## src/verilog/bcrf_map.vh

```
// Register offsets, field positions and reset values for the block
`ifndef BCRF_MAP_VH
`define BCRF_MAP_VH

`define BCRF_ADDR_W          8
`define BCRF_OFF_BDC         8'h20
`define BCRF_OFF_RSC         8'h24

`define BCRF_BDC_RESET       32'h00000018
`define BCRF_RSC_RESET       32'h0C000000

`define BCRF_BDC_XEN_BIT     0
`define BCRF_BDC_XSTB_BIT    1
`define BCRF_BDC_XBPS_BIT    2
`define BCRF_BDC_SRC_LO      8
`define BCRF_BDC_SRC_HI      9
`define BCRF_BDC_GATE_BIT    15
`define BCRF_BDC_BREQ_BIT    16

`define BCRF_RSC_IEN_BIT     0
`define BCRF_RSC_ISTB_BIT    1
`define BCRF_RSC_CLR_BIT     24
`define BCRF_RSC_PIN_BIT     26
`define BCRF_RSC_POR_BIT     27
`define BCRF_RSC_SW_BIT      28
`define BCRF_RSC_FWD_BIT     29
`define BCRF_RSC_WWD_BIT     30
`define BCRF_RSC_LP_BIT      31

`define BCRF_SRC_NONE        2'h0
`define BCRF_SRC_XTAL        2'h1
`define BCRF_SRC_IRC         2'h2
`define BCRF_SRC_HDIV        2'h3

`define BCRF_HDIV_W          7
`define BCRF_HDIV_HALF       7'h3F

`define BCRF_NSYNC           11

`endif

```

## src/verilog/bcrf_top.v

```verilog
// Backup clock control and reset cause registers with APB slave
`timescale 1ns/1ps
`default_nettype none
`include "bcrf_map.vh"

// Three-stage input synchroniser; output follows once stages two and three
// agree, so a single metastable sample never reaches the logic.
module bcrf_sync #(
  parameter WIDTH = 1
) (
  input  wire             clk,
  input  wire             rst_n,
  input  wire [WIDTH-1:0] d,
  output reg  [WIDTH-1:0] q
);
  reg [WIDTH-1:0] s1_r;
  reg [WIDTH-1:0] s2_r;
  reg [WIDTH-1:0] s3_r;
  integer i;

  always @(posedge clk or negedge rst_n) begin
    if (!rst_n) begin
      s1_r <= {WIDTH{1'b0}};
      s2_r <= {WIDTH{1'b0}};
      s3_r <= {WIDTH{1'b0}};
      q    <= {WIDTH{1'b0}};
    end else begin
      s1_r <= d;
      s2_r <= s1_r;
      s3_r <= s2_r;
      for (i = 0; i < WIDTH; i = i + 1) begin
        if (s2_r[i] == s3_r[i]) begin
          q[i] <= s3_r[i];
        end
      end
    end
  end
endmodule

module bcrf_top (
  input  wire                   ref_clk,
  input  wire                   arst_n,
  input  wire                   bkp_por_n,
  input  wire                   sys_rst_n,
  input  wire                   psel,
  input  wire                   penable,
  input  wire                   pwrite,
  input  wire [`BCRF_ADDR_W-1:0] paddr,
  input  wire [31:0]            pwdata,
  input  wire [3:0]             pstrb,
  output wire                   pready,
  output reg  [31:0]            prdata,
  output reg                    pslverr,
  input  wire                   backup_write_enable,
  input  wire                   slow_crystal_ready,
  input  wire                   internal_slow_osc_ready,
  input  wire                   slow_crystal_clock,
  input  wire                   internal_slow_clock,
  input  wire                   fast_crystal_clock,
  input  wire                   lowpower_reset_event,
  input  wire                   window_watchdog_reset_event,
  input  wire                   free_watchdog_reset_event,
  input  wire                   software_reset_event,
  input  wire                   pin_reset_event,
  output reg                    slow_crystal_enable,
  output reg                    slow_crystal_bypass,
  output reg                    internal_slow_osc_enable,
  output reg  [1:0]             rtc_source_select,
  output reg                    rtc_clock_gate,
  output reg                    rtc_clock,
  output reg                    backup_domain_reset
);

  // Release of the power reset and the backup-domain reset
  reg        prst1_r;
  reg        prst_n_r;
  reg        brst1_r;
  reg        brst_n_r;

  always @(posedge ref_clk or negedge arst_n) begin
    if (!arst_n) begin
      prst1_r  <= 1'b0;
      prst_n_r <= 1'b0;
    end else begin
      prst1_r  <= 1'b1;
      prst_n_r <= prst1_r;
    end
  end

  always @(posedge ref_clk or negedge bkp_por_n) begin
    if (!bkp_por_n) begin
      brst1_r  <= 1'b0;
      brst_n_r <= 1'b0;
    end else begin
      brst1_r  <= 1'b1;
      brst_n_r <= brst1_r;
    end
  end

  // Pins from other domains
  wire [`BCRF_NSYNC-1:0] async_in;
  wire [`BCRF_NSYNC-1:0] sync_q;

  assign async_in = {sys_rst_n,
                     pin_reset_event,
                     software_reset_event,
                     free_watchdog_reset_event,
                     window_watchdog_reset_event,
                     lowpower_reset_event,
                     fast_crystal_clock,
                     internal_slow_clock,
                     slow_crystal_clock,
                     internal_slow_osc_ready,
                     slow_crystal_ready};

  bcrf_sync #(
    .WIDTH (`BCRF_NSYNC)
  ) u_sync (
    .clk   (ref_clk),
    .rst_n (prst_n_r),
    .d     (async_in),
    .q     (sync_q)
  );

  wire       xtal_rdy_s;
  wire       irc_rdy_s;
  wire       xclk_s;
  wire       iclk_s;
  wire       hclk_s;
  wire [4:0] cause_s;
  wire       sys_rst_s_n;

  assign xtal_rdy_s  = sync_q[0];
  assign irc_rdy_s   = sync_q[1];
  assign xclk_s      = sync_q[2];
  assign iclk_s      = sync_q[3];
  assign hclk_s      = sync_q[4];
  assign cause_s     = sync_q[9:5];
  // Held high during the synchroniser reset, then low after its release until sync_q[10] rises
  assign sys_rst_s_n = sync_q[10] | ~prst_n_r;

  // APB decode
  wire        setup_ph;
  wire        wr_acc;
  wire        hit_bdc;
  wire        hit_rsc;
  wire [31:0] wmask;

  assign setup_ph = psel & ~penable;
  assign wr_acc   = psel & penable & pwrite;
  assign hit_bdc  = (paddr == `BCRF_OFF_BDC);
  assign hit_rsc  = (paddr == `BCRF_OFF_RSC);
  assign pready   = 1'b1;
  assign wmask    = {{8{pstrb[3]}}, {8{pstrb[2]}},
                     {8{pstrb[1]}}, {8{pstrb[0]}}};

  wire wr_bdc;
  wire wr_rsc;
  wire bkp_wr;

  assign wr_bdc = wr_acc & hit_bdc;
  assign wr_rsc = wr_acc & hit_rsc;
  assign bkp_wr = wr_bdc & backup_write_enable;

  // Backup domain: software request and field reset
  reg  breq_r;
  wire bkp_clr;

  always @(posedge ref_clk or negedge brst_n_r) begin
    if (!brst_n_r) begin
      breq_r <= 1'b0;
    end else if (wr_bdc && wmask[`BCRF_BDC_BREQ_BIT]) begin
      breq_r <= pwdata[`BCRF_BDC_BREQ_BIT];
    end
  end

  // Request holds the fields in reset for as long as it stays set
  assign bkp_clr = breq_r;

  always @(posedge ref_clk or negedge brst_n_r) begin
    if (!brst_n_r) begin
      backup_domain_reset <= 1'b1;
    end else begin
      backup_domain_reset <= breq_r;
    end
  end

  // Backup fields, cleared only by the backup-domain reset
  always @(posedge ref_clk or negedge brst_n_r) begin
    if (!brst_n_r) begin
      slow_crystal_enable <= 1'b0;
      slow_crystal_bypass <= 1'b0;
      rtc_source_select   <= `BCRF_SRC_NONE;
      rtc_clock_gate      <= 1'b0;
    end else if (bkp_clr) begin
      slow_crystal_enable <= 1'b0;
      slow_crystal_bypass <= 1'b0;
      rtc_source_select   <= `BCRF_SRC_NONE;
      rtc_clock_gate      <= 1'b0;
    end else if (bkp_wr) begin
      if (wmask[`BCRF_BDC_XEN_BIT]) begin
        slow_crystal_enable <= pwdata[`BCRF_BDC_XEN_BIT];
      end
      if (wmask[`BCRF_BDC_XBPS_BIT]) begin
        slow_crystal_bypass <= pwdata[`BCRF_BDC_XBPS_BIT];
      end
      if (wmask[`BCRF_BDC_SRC_LO] &&
          rtc_source_select == `BCRF_SRC_NONE) begin
        rtc_source_select <=
          pwdata[`BCRF_BDC_SRC_HI:`BCRF_BDC_SRC_LO];
      end
      if (wmask[`BCRF_BDC_GATE_BIT]) begin
        rtc_clock_gate <= pwdata[`BCRF_BDC_GATE_BIT];
      end
    end
  end

  // Stability flags follow the enable so a stale ready never reads as 1
  reg xstb_r;
  reg istb_r;

  always @(posedge ref_clk or negedge prst_n_r) begin
    if (!prst_n_r) begin
      xstb_r <= 1'b0;
      istb_r <= 1'b0;
    end else begin
      xstb_r <= slow_crystal_enable & xtal_rdy_s;
      istb_r <= internal_slow_osc_enable & irc_rdy_s;
    end
  end

  // Reset cause flags, power reset only
  reg  [4:0] cause_d_r;
  wire [4:0] cause_rise;
  reg        clr_r;
  wire       clr_pulse;
  reg        lp_f_r;
  reg        wwd_f_r;
  reg        fwd_f_r;
  reg        sw_f_r;
  reg        por_f_r;
  reg        pin_f_r;

  assign cause_rise = cause_s & ~cause_d_r;
  assign clr_pulse  = wr_rsc & wmask[`BCRF_RSC_CLR_BIT] &
                      pwdata[`BCRF_RSC_CLR_BIT];

  always @(posedge ref_clk or negedge prst_n_r) begin
    if (!prst_n_r) begin
      cause_d_r <= 5'h00;
      lp_f_r    <= 1'b0;
      wwd_f_r   <= 1'b0;
      fwd_f_r   <= 1'b0;
      sw_f_r    <= 1'b0;
      por_f_r   <= 1'b1;
      pin_f_r   <= 1'b1;
    end else begin
      cause_d_r <= cause_s;
      // A cause arriving with the clear survives it
      lp_f_r  <= cause_rise[0] | (lp_f_r  & ~clr_pulse);
      wwd_f_r <= cause_rise[1] | (wwd_f_r & ~clr_pulse);
      fwd_f_r <= cause_rise[2] | (fwd_f_r & ~clr_pulse);
      sw_f_r  <= cause_rise[3] | (sw_f_r  & ~clr_pulse);
      por_f_r <= por_f_r & ~clr_pulse;
      pin_f_r <= cause_rise[4] | (pin_f_r & ~clr_pulse);
    end
  end

  // Clear bit and 40 kHz enable, system reset scope
  always @(posedge ref_clk or negedge prst_n_r) begin
    if (!prst_n_r) begin
      clr_r                    <= 1'b0;
      internal_slow_osc_enable <= 1'b0;
    end else if (!sys_rst_s_n) begin
      clr_r                    <= 1'b0;
      internal_slow_osc_enable <= 1'b0;
    end else if (wr_rsc) begin
      if (wmask[`BCRF_RSC_CLR_BIT]) begin
        clr_r <= pwdata[`BCRF_RSC_CLR_BIT];
      end
      if (wmask[`BCRF_RSC_IEN_BIT]) begin
        internal_slow_osc_enable <= pwdata[`BCRF_RSC_IEN_BIT];
      end
    end
  end

  // RTC clock path: edges of the sampled sources, divider for fast crystal
  reg  [`BCRF_HDIV_W-1:0] hdiv_r;
  reg                     hclk_d_r;
  reg                     hdiv_clk_r;
  reg                     rtc_sel_clk;

  always @(posedge ref_clk or negedge prst_n_r) begin
    if (!prst_n_r) begin
      hdiv_r     <= {`BCRF_HDIV_W{1'b0}};
      hclk_d_r   <= 1'b0;
      hdiv_clk_r <= 1'b0;
    end else begin
      hclk_d_r <= hclk_s;
      if (hclk_s && !hclk_d_r) begin
        // Toggle every 64 rising edges gives a period of 128
        if (hdiv_r == `BCRF_HDIV_HALF) begin
          hdiv_r     <= {`BCRF_HDIV_W{1'b0}};
          hdiv_clk_r <= ~hdiv_clk_r;
        end else begin
          hdiv_r <= hdiv_r + {{(`BCRF_HDIV_W-1){1'b0}}, 1'b1};
        end
      end
    end
  end

  always @* begin
    case (rtc_source_select)
      `BCRF_SRC_XTAL: rtc_sel_clk = xclk_s;
      `BCRF_SRC_IRC:  rtc_sel_clk = iclk_s;
      `BCRF_SRC_HDIV: rtc_sel_clk = hdiv_clk_r;
      default:        rtc_sel_clk = 1'b0;
    endcase
  end

  always @(posedge ref_clk or negedge prst_n_r) begin
    if (!prst_n_r) begin
      rtc_clock <= 1'b0;
    end else begin
      rtc_clock <= rtc_sel_clk & rtc_clock_gate;
    end
  end

  // Read-back images; reserved positions show their reset value
  wire [31:0] bdc_img;
  wire [31:0] rsc_img;

  assign bdc_img = `BCRF_BDC_RESET |
                   ({31'h0, slow_crystal_enable} << `BCRF_BDC_XEN_BIT) |
                   ({31'h0, xstb_r} << `BCRF_BDC_XSTB_BIT) |
                   ({31'h0, slow_crystal_bypass} << `BCRF_BDC_XBPS_BIT) |
                   ({30'h0, rtc_source_select} << `BCRF_BDC_SRC_LO) |
                   ({31'h0, rtc_clock_gate} << `BCRF_BDC_GATE_BIT) |
                   ({31'h0, breq_r} << `BCRF_BDC_BREQ_BIT);

  assign rsc_img = ({31'h0, internal_slow_osc_enable} << `BCRF_RSC_IEN_BIT) |
                   ({31'h0, istb_r} << `BCRF_RSC_ISTB_BIT) |
                   ({31'h0, clr_r} << `BCRF_RSC_CLR_BIT) |
                   ({31'h0, pin_f_r} << `BCRF_RSC_PIN_BIT) |
                   ({31'h0, por_f_r} << `BCRF_RSC_POR_BIT) |
                   ({31'h0, sw_f_r} << `BCRF_RSC_SW_BIT) |
                   ({31'h0, fwd_f_r} << `BCRF_RSC_FWD_BIT) |
                   ({31'h0, wwd_f_r} << `BCRF_RSC_WWD_BIT) |
                   ({31'h0, lp_f_r} << `BCRF_RSC_LP_BIT);

  // Read data captured in setup so it stands through the access cycle
  always @(posedge ref_clk or negedge prst_n_r) begin
    if (!prst_n_r) begin
      prdata  <= 32'h00000000;
      pslverr <= 1'b0;
    end else if (setup_ph) begin
      pslverr <= ~(hit_bdc | hit_rsc);
      if (hit_bdc) begin
        prdata <= bdc_img;
      end else if (hit_rsc) begin
        prdata <= rsc_img;
      end else begin
        prdata <= 32'h00000000;
      end
    end
  end

endmodule
`default_nettype wire

```

## config.mk

```make
export PLATFORM = sky130hd
export DESIGN_NAME = bcrf_top
export DESIGN_NICKNAME = d
export VERILOG_FILES = /design/src/verilog/bcrf_top.v
export VERILOG_INCLUDE_DIRS = /design/src /design/src/verilog
export SDC_FILE = /design/constraint.sdc
export NUM_CORES = 1
export LEC_CHECK = 0
export BUFFER_PORTS_ARGS = -buffer_cell sky130_fd_sc_hd__buf_4
export CAP_MARGIN = 20
export CORE_MARGIN = 1
export CORE_UTILIZATION = 57
export CTS_BUF_LIST = sky130_fd_sc_hd__clkbuf_4 sky130_fd_sc_hd__clkbuf_8
export CTS_CLUSTER_SIZE = 20
export DETAILED_ROUTE_END_ITERATION = 8
export GPL_ROUTABILITY_DRIVEN = 0
export PLACE_DENSITY = 0.95
export RECOVER_POWER = 100
export SYNTH_ARGS = -nofsm -noshare
export SYNTH_HDL_FRONTEND = slang
export SYNTH_HIERARCHICAL = 1
export SYNTH_SLANG_ARGS = --single-unit
export TNS_END_PERCENT = 20
```

## constraint.sdc

```tcl
create_clock -name ref_clk -period 5.1 [get_ports ref_clk]
set_input_delay 0.51 -clock ref_clk [delete_from_list [all_inputs] [get_ports ref_clk]]
set_output_delay 0.51 -clock ref_clk [all_outputs]
set_load 0.005 [all_outputs]
```

== Word-level counts from Yosys, hierarchy flattened ==
Cells that the tools add are included.

* Register bits after elaboration: 113
* Word-level logic and storage cells: 142

* $add $sub $neg: 1
* Eq/ne operators: 20
* Mux-type cells: 21
* Bitwise logic cells: 44
* Reductions and logical operators: 15

{| class="wikitable"
|+ Operator list
! operator !! number
|-
| $mux 32 || 2
|-
| $or 31x32->32 || 1
|-
| $or 30x31->31 || 1
|-
| $or 29x30->30 || 1
|-
| $or 28x29->29 || 1
|-
| $or 27x28->28 || 1
|-
| $or 25x27->27 || 1
|-
| $or 2x25->25 || 1
|-
| $and 1x1->1 || 17
|-
| $or 16x17->17 || 1
|-
| $eq 8x6->1 const B || 2
|-
| $or 10x16->16 || 1
|-
| $mux 1 || 14
|-
| $reduce_and 2->1 || 6
|-
| $eq 1x1->1 || 11
|-
| $or 5x10->10 || 1
|-
| $reduce_bool 2->1 || 4
|-
| $add 7x1->7 const B || 1
|-
| $eq 7x6->1 const B || 1
|-
| $mux 7 || 1
|-
| $or 1x1->1 || 7
|-
| $mux 2 || 3
|-
| $and 5x5->5 || 1
|-
| $not 1->1 || 5
|-
| 12 further kinds || 16
|}

== Logic depth before layout (Yosys ltp) ==
* Depth after elaboration: 10
* Depth in mapped cells: 5
* Mapped depth without buffers: 4

== Cells and area by module ==
The synthesis kept the hierarchy.

{| class="wikitable"
|+ Modules (own cells, without submodules)
! module !! times used !! cells an instance !! area an instance (um2)
|-
| bcrf_top || 1 || 186 || 2219.6
|-
| bcrf_sync || 1 || 55 || 1224.9
|}

== Worst setup path before layout ==
No wires, ideal clock.

* Path kind: register to register
* Start point: reg prst_n_r
* End point: reg clr_r
* Arrival: 2588 ps
* Setup slack: 2382 ps
* Cell stages (with the launch flop): 3
* Buffers on the path: 0
* Path through: dfrtp_1 -> nand2b_1 -> a21boi_1

* Cells in the longest elaborated chain, start to end: 4
* Elaborated cells between the ends (all ways): 6

{| class="wikitable"
|+ Ends and longest elaborated chain
! element !! RTL line !! source
|-
| start: declaration || bcrf_top.v:76 || <nowiki>reg prst_n_r;</nowiki>
|-
| start signal: assignment || bcrf_top.v:86 || <nowiki>prst_n_r <= prst1_r;</nowiki>
|-
| $not 1->1 (*) || bcrf_top.v:140 || <nowiki>assign sys_rst_s_n = sync_q[10] | ~prst_n_r;</nowiki>
|-
| $or 1x1->1 (*) || bcrf_top.v:140 ||
|-
| $ne 2x2->1 (no source line) / $ne 2x1->1 (equally long branches) || -- ||
|-
| $reduce_and 2->1 (no source line) || -- ||
|-
| end signal: assignment || bcrf_top.v:279 || <nowiki>clr_r <= pwdata[`BCRF_RSC_CLR_BIT];</nowiki>
|-
| end: declaration || bcrf_top.v:235 || <nowiki>reg clr_r;</nowiki>
|}

Mark *: on every way between the ends. The rest lies on a longest branch, timed or not.
A chain may end at the register's enable or synchronous reset.

== Worst setup path in the final report ==
* Start point: in paddr[4]
* End point: reg prdata[26]

* Cells in the longest elaborated chain, start to end: 3
* Elaborated cells between the ends (all ways): 4

{| class="wikitable"
|+ Ends and longest elaborated chain
! element !! RTL line !! source
|-
| start: declaration || bcrf_top.v:48 || <nowiki>input wire [`BCRF_ADDR_W-1:0] paddr,</nowiki>
|-
| $eq 8x6->1 (no source line) || -- ||
|-
| $mux 32 || bcrf_top.v:360 || <nowiki>end else if (hit_rsc) begin</nowiki>
|-
| $mux 32 (*) || bcrf_top.v:358 || <nowiki>if (hit_bdc) begin</nowiki>
|-
| end signal: assignment || bcrf_top.v:359 || <nowiki>prdata <= bdc_img;</nowiki>
|-
| end signal: assignment || bcrf_top.v:361 || <nowiki>prdata <= rsc_img;</nowiki>
|-
| end: declaration || bcrf_top.v:52 || <nowiki>output reg [31:0] prdata,</nowiki>
|}

Marks and branches as above.

==> results.tsv <==
metric	value	unit
status	finished, final reports clean	
hold_viol	0	
ff2ff_setup_slack	3.35	ns
drt_iter0_markers	115	
post-cts-setup-buffer-count	0	
synth_most_common_cell	dfrtp_1	
worstReg2RegEnd	internal_slow_osc_enable$_DFFE_PN0P_	
firstDrtPassIters	4	
fp.dieW	79.7	um
clockBufferDepth	2	
yosysSeqAreaShare	69.9	%
grt_pass1_wl	10.3	mm
drive_above_1_share	24.9	%
grt_use_total	22.5	%
numCtsBuffers	9	
critical_path_class	in -> reg	
fp-row-count	27	
die_y	79.7	um
overflow	0	
io_buffers	61	
synth_area	3440	um^2
synth.distinct_cells	44	
cp-end-kind	flop	
drv_cap	0	
nets	371	
fin_worst_skew	0.0118	ns
grt_pass1_vias	2102	
hp-class	reg -> async	
io_pins	104	
power.leakage	1.95	nW
irDropWorstVdd	199	uV
viasPerCell	5.34	
fin_tns_setup	0	ns
period_needed	2.25	ns
htree_levels	3	
root_buffer	clkbuf_8	
tritoncts	yes	
synth.avg_cell_area	14.3	um^2
pwr_density_cell	355	nW/um^2
path_depth	4	
synth_edf_count	0	
grt_max_degree	87	
grt_antenna_before_repair	0	
vias	2056	
synth_flop_cell	dfrtp_1	
design_area	4060	um^2
setup_violations	0	
tightest_slew	1.15	ns
r2r-start	prst_n_r$_DFF_PN0_	
fin_util	71.5	%
ys_async_sr_fraction	100	%
fillers	365	
core_area	5680	um^2
clock-sinks	96	
synthTopCellsByArea	dfrtp_1 (68%), buf_4 (3.9%), maj3_2 (3.6%)	
critPathArrivalTime	2.54	ns
path_cells	clkbuf_4, or4b_1, nor3_1, a32o_1	
clk_latency	0.35	ns
syn2layout_area_growth	17.7	%
routed_wl	6.24	mm
dieArea	6360	um^2
wire_per_inst	16.2	um
dp_hpwl	4.31	mm
yosys_warnings	6	
cp_slowest_cell	nor3_1	
fmax	444	MHz
regArea	2410	um^2
postPlaceCellArea	3890	um^2
start_util	60.7	%
syn_inst	241	
path_max_fanout	10	
multi_input_comb_area	862	um^2
clk_pin_slew_worst_paths	0.09	ns
synthTopCellsByCount	dfrtp_1 (93), buf_4 (18), nand2_1 (14)	
path_delay_family	simple AND/OR/NAND/NOR gates	
ys_ff_latch	96	
period_share	44.1	%
r2r_cells	4	
critPathBufInv	1	
drv_slew	0	
relSlewSlack	23.1	%
startpoint_type	input port	
synth_top_area_cell	dfrtp_1	
synth_top_area_share	67.6	%
rsz0062_at_grt	false	
drc	0	
cp_slowest_stage_delay	0.97	ns
worstPathRequired	5.39	ns
antenna_left	0	
diodes	0	
## how the worst max path moves through the flow
stage	startpoint	to	slack, ns
after floorplan	prst_n_r$_DFF_PN0_	clr_r$_DFFE_PN0P_	2.38
after global placement	paddr[4]	lp_f_r$_DFF_PN0_	2.82
after detailed placement	paddr[4]	slow_crystal_bypass$_DFFE_PN0P_	2.79
after CTS	paddr[4]	slow_crystal_bypass$_DFFE_PN0P_	3.16
after global routing	paddr[4]	prdata[26]$_DFFE_PN0P_	2.74
final	paddr[4]	prdata[26]$_DFFE_PN0P_	2.85
## stage by stage
stage | total power (W) | cells | setup slack [ns] | hold WS, ns
CTS | 0.00146 | 384 | 3.16 | 0.128
global route | 0.00151 | 385 | 2.74 | 0.148
detailed placement | 0.00102 | 366 | 2.79 | 0.120
floorplan | 0.000963 | 258 | 2.38 | 0.0807
global placement | 0.00101 | 366 | 2.82 | 0.115
finish | 0.00144 | 385 | 2.85 | 0.118
## cell families after synthesis
logic type / count (synthesis) / share of synthesized area (%)
adder cells (fa/ha/maj): 12 / 3.96
XOR/XNOR: 3 / 0.763
other: 2 / 0.218
multiplexers: 8 / 2.43
flip-flops: 96 / 69.9
AO/OA/AOI/OAI: 31 / 7.45
buffers and inverters: 36 / 6.14
AND/OR/NAND/NOR: 53 / 9.19
## where the power goes
group	internal, W	total, W	switching (W)
combinational	0.0000705	0.000136	0.0000653
sequential	0.000819	0.000871	0.0000521
clock	0.000188	0.000432	0.000244
## routing by layer
| metal | up-vias | part of all wire, % | wire length (um) | track usage (%) |
|---|---|---|---|---|
| met5 | - | 0 | 0 | 0 |
| met4 | 0 | 1.8 | 112 | 11.4 |
| met1 | 1029 | 41 | 2540 | 27.4 |
| met2 | 83 | 52 | 3220 | 37.4 |
| li1 | 934 | - | - | - |
| met3 | 10 | 5.9 | 371 | 5.37 |
## state kept, by name, indices dropped and copies added (netlist names), 2 cells and up
| signal | cells |
|---|---|
| cause_d_r | 5 |
| u_sync/q | 11 |
| hdiv_r | 7 |
| u_sync/s2_r | 11 |
| u_sync/s1_r | 11 |
| u_sync/s3_r | 11 |
| prdata | 15 |
| rtc_source_select | 2 |
## cell usage in the layout, fill, tap and decap left out, types with 9 or more instances in the layout
cell	n
dfrtp_1	93
clkbuf_4	35
buf_4	22
conb_1	19
nand2_1	14
a22o_1	12
inv_1	11
maj3_1	11
nand2b_1	10
clkbuf_8	9
## area by class of cell
cell class | count | share of cell area, %
flip-flops and latches | 96 | 59.3
multi-input cells | 126 | 21.3
repair buffers | 64 | 11.9
clock buffers | 11 | 3.42
well taps | 72 | 2.22
inverters | 11 | 1.02
clock inverters | 5 | 0.833
## what timing repair did
action / in CTS / in global routing
endpoints found under the setup margin: 0 / 0
hold endpoints to repair: 4 / 0
gates resized for setup: 0 / 0
hold buffers: 2 / 0
Note: power is estimated with default switching activity, not from simulation.
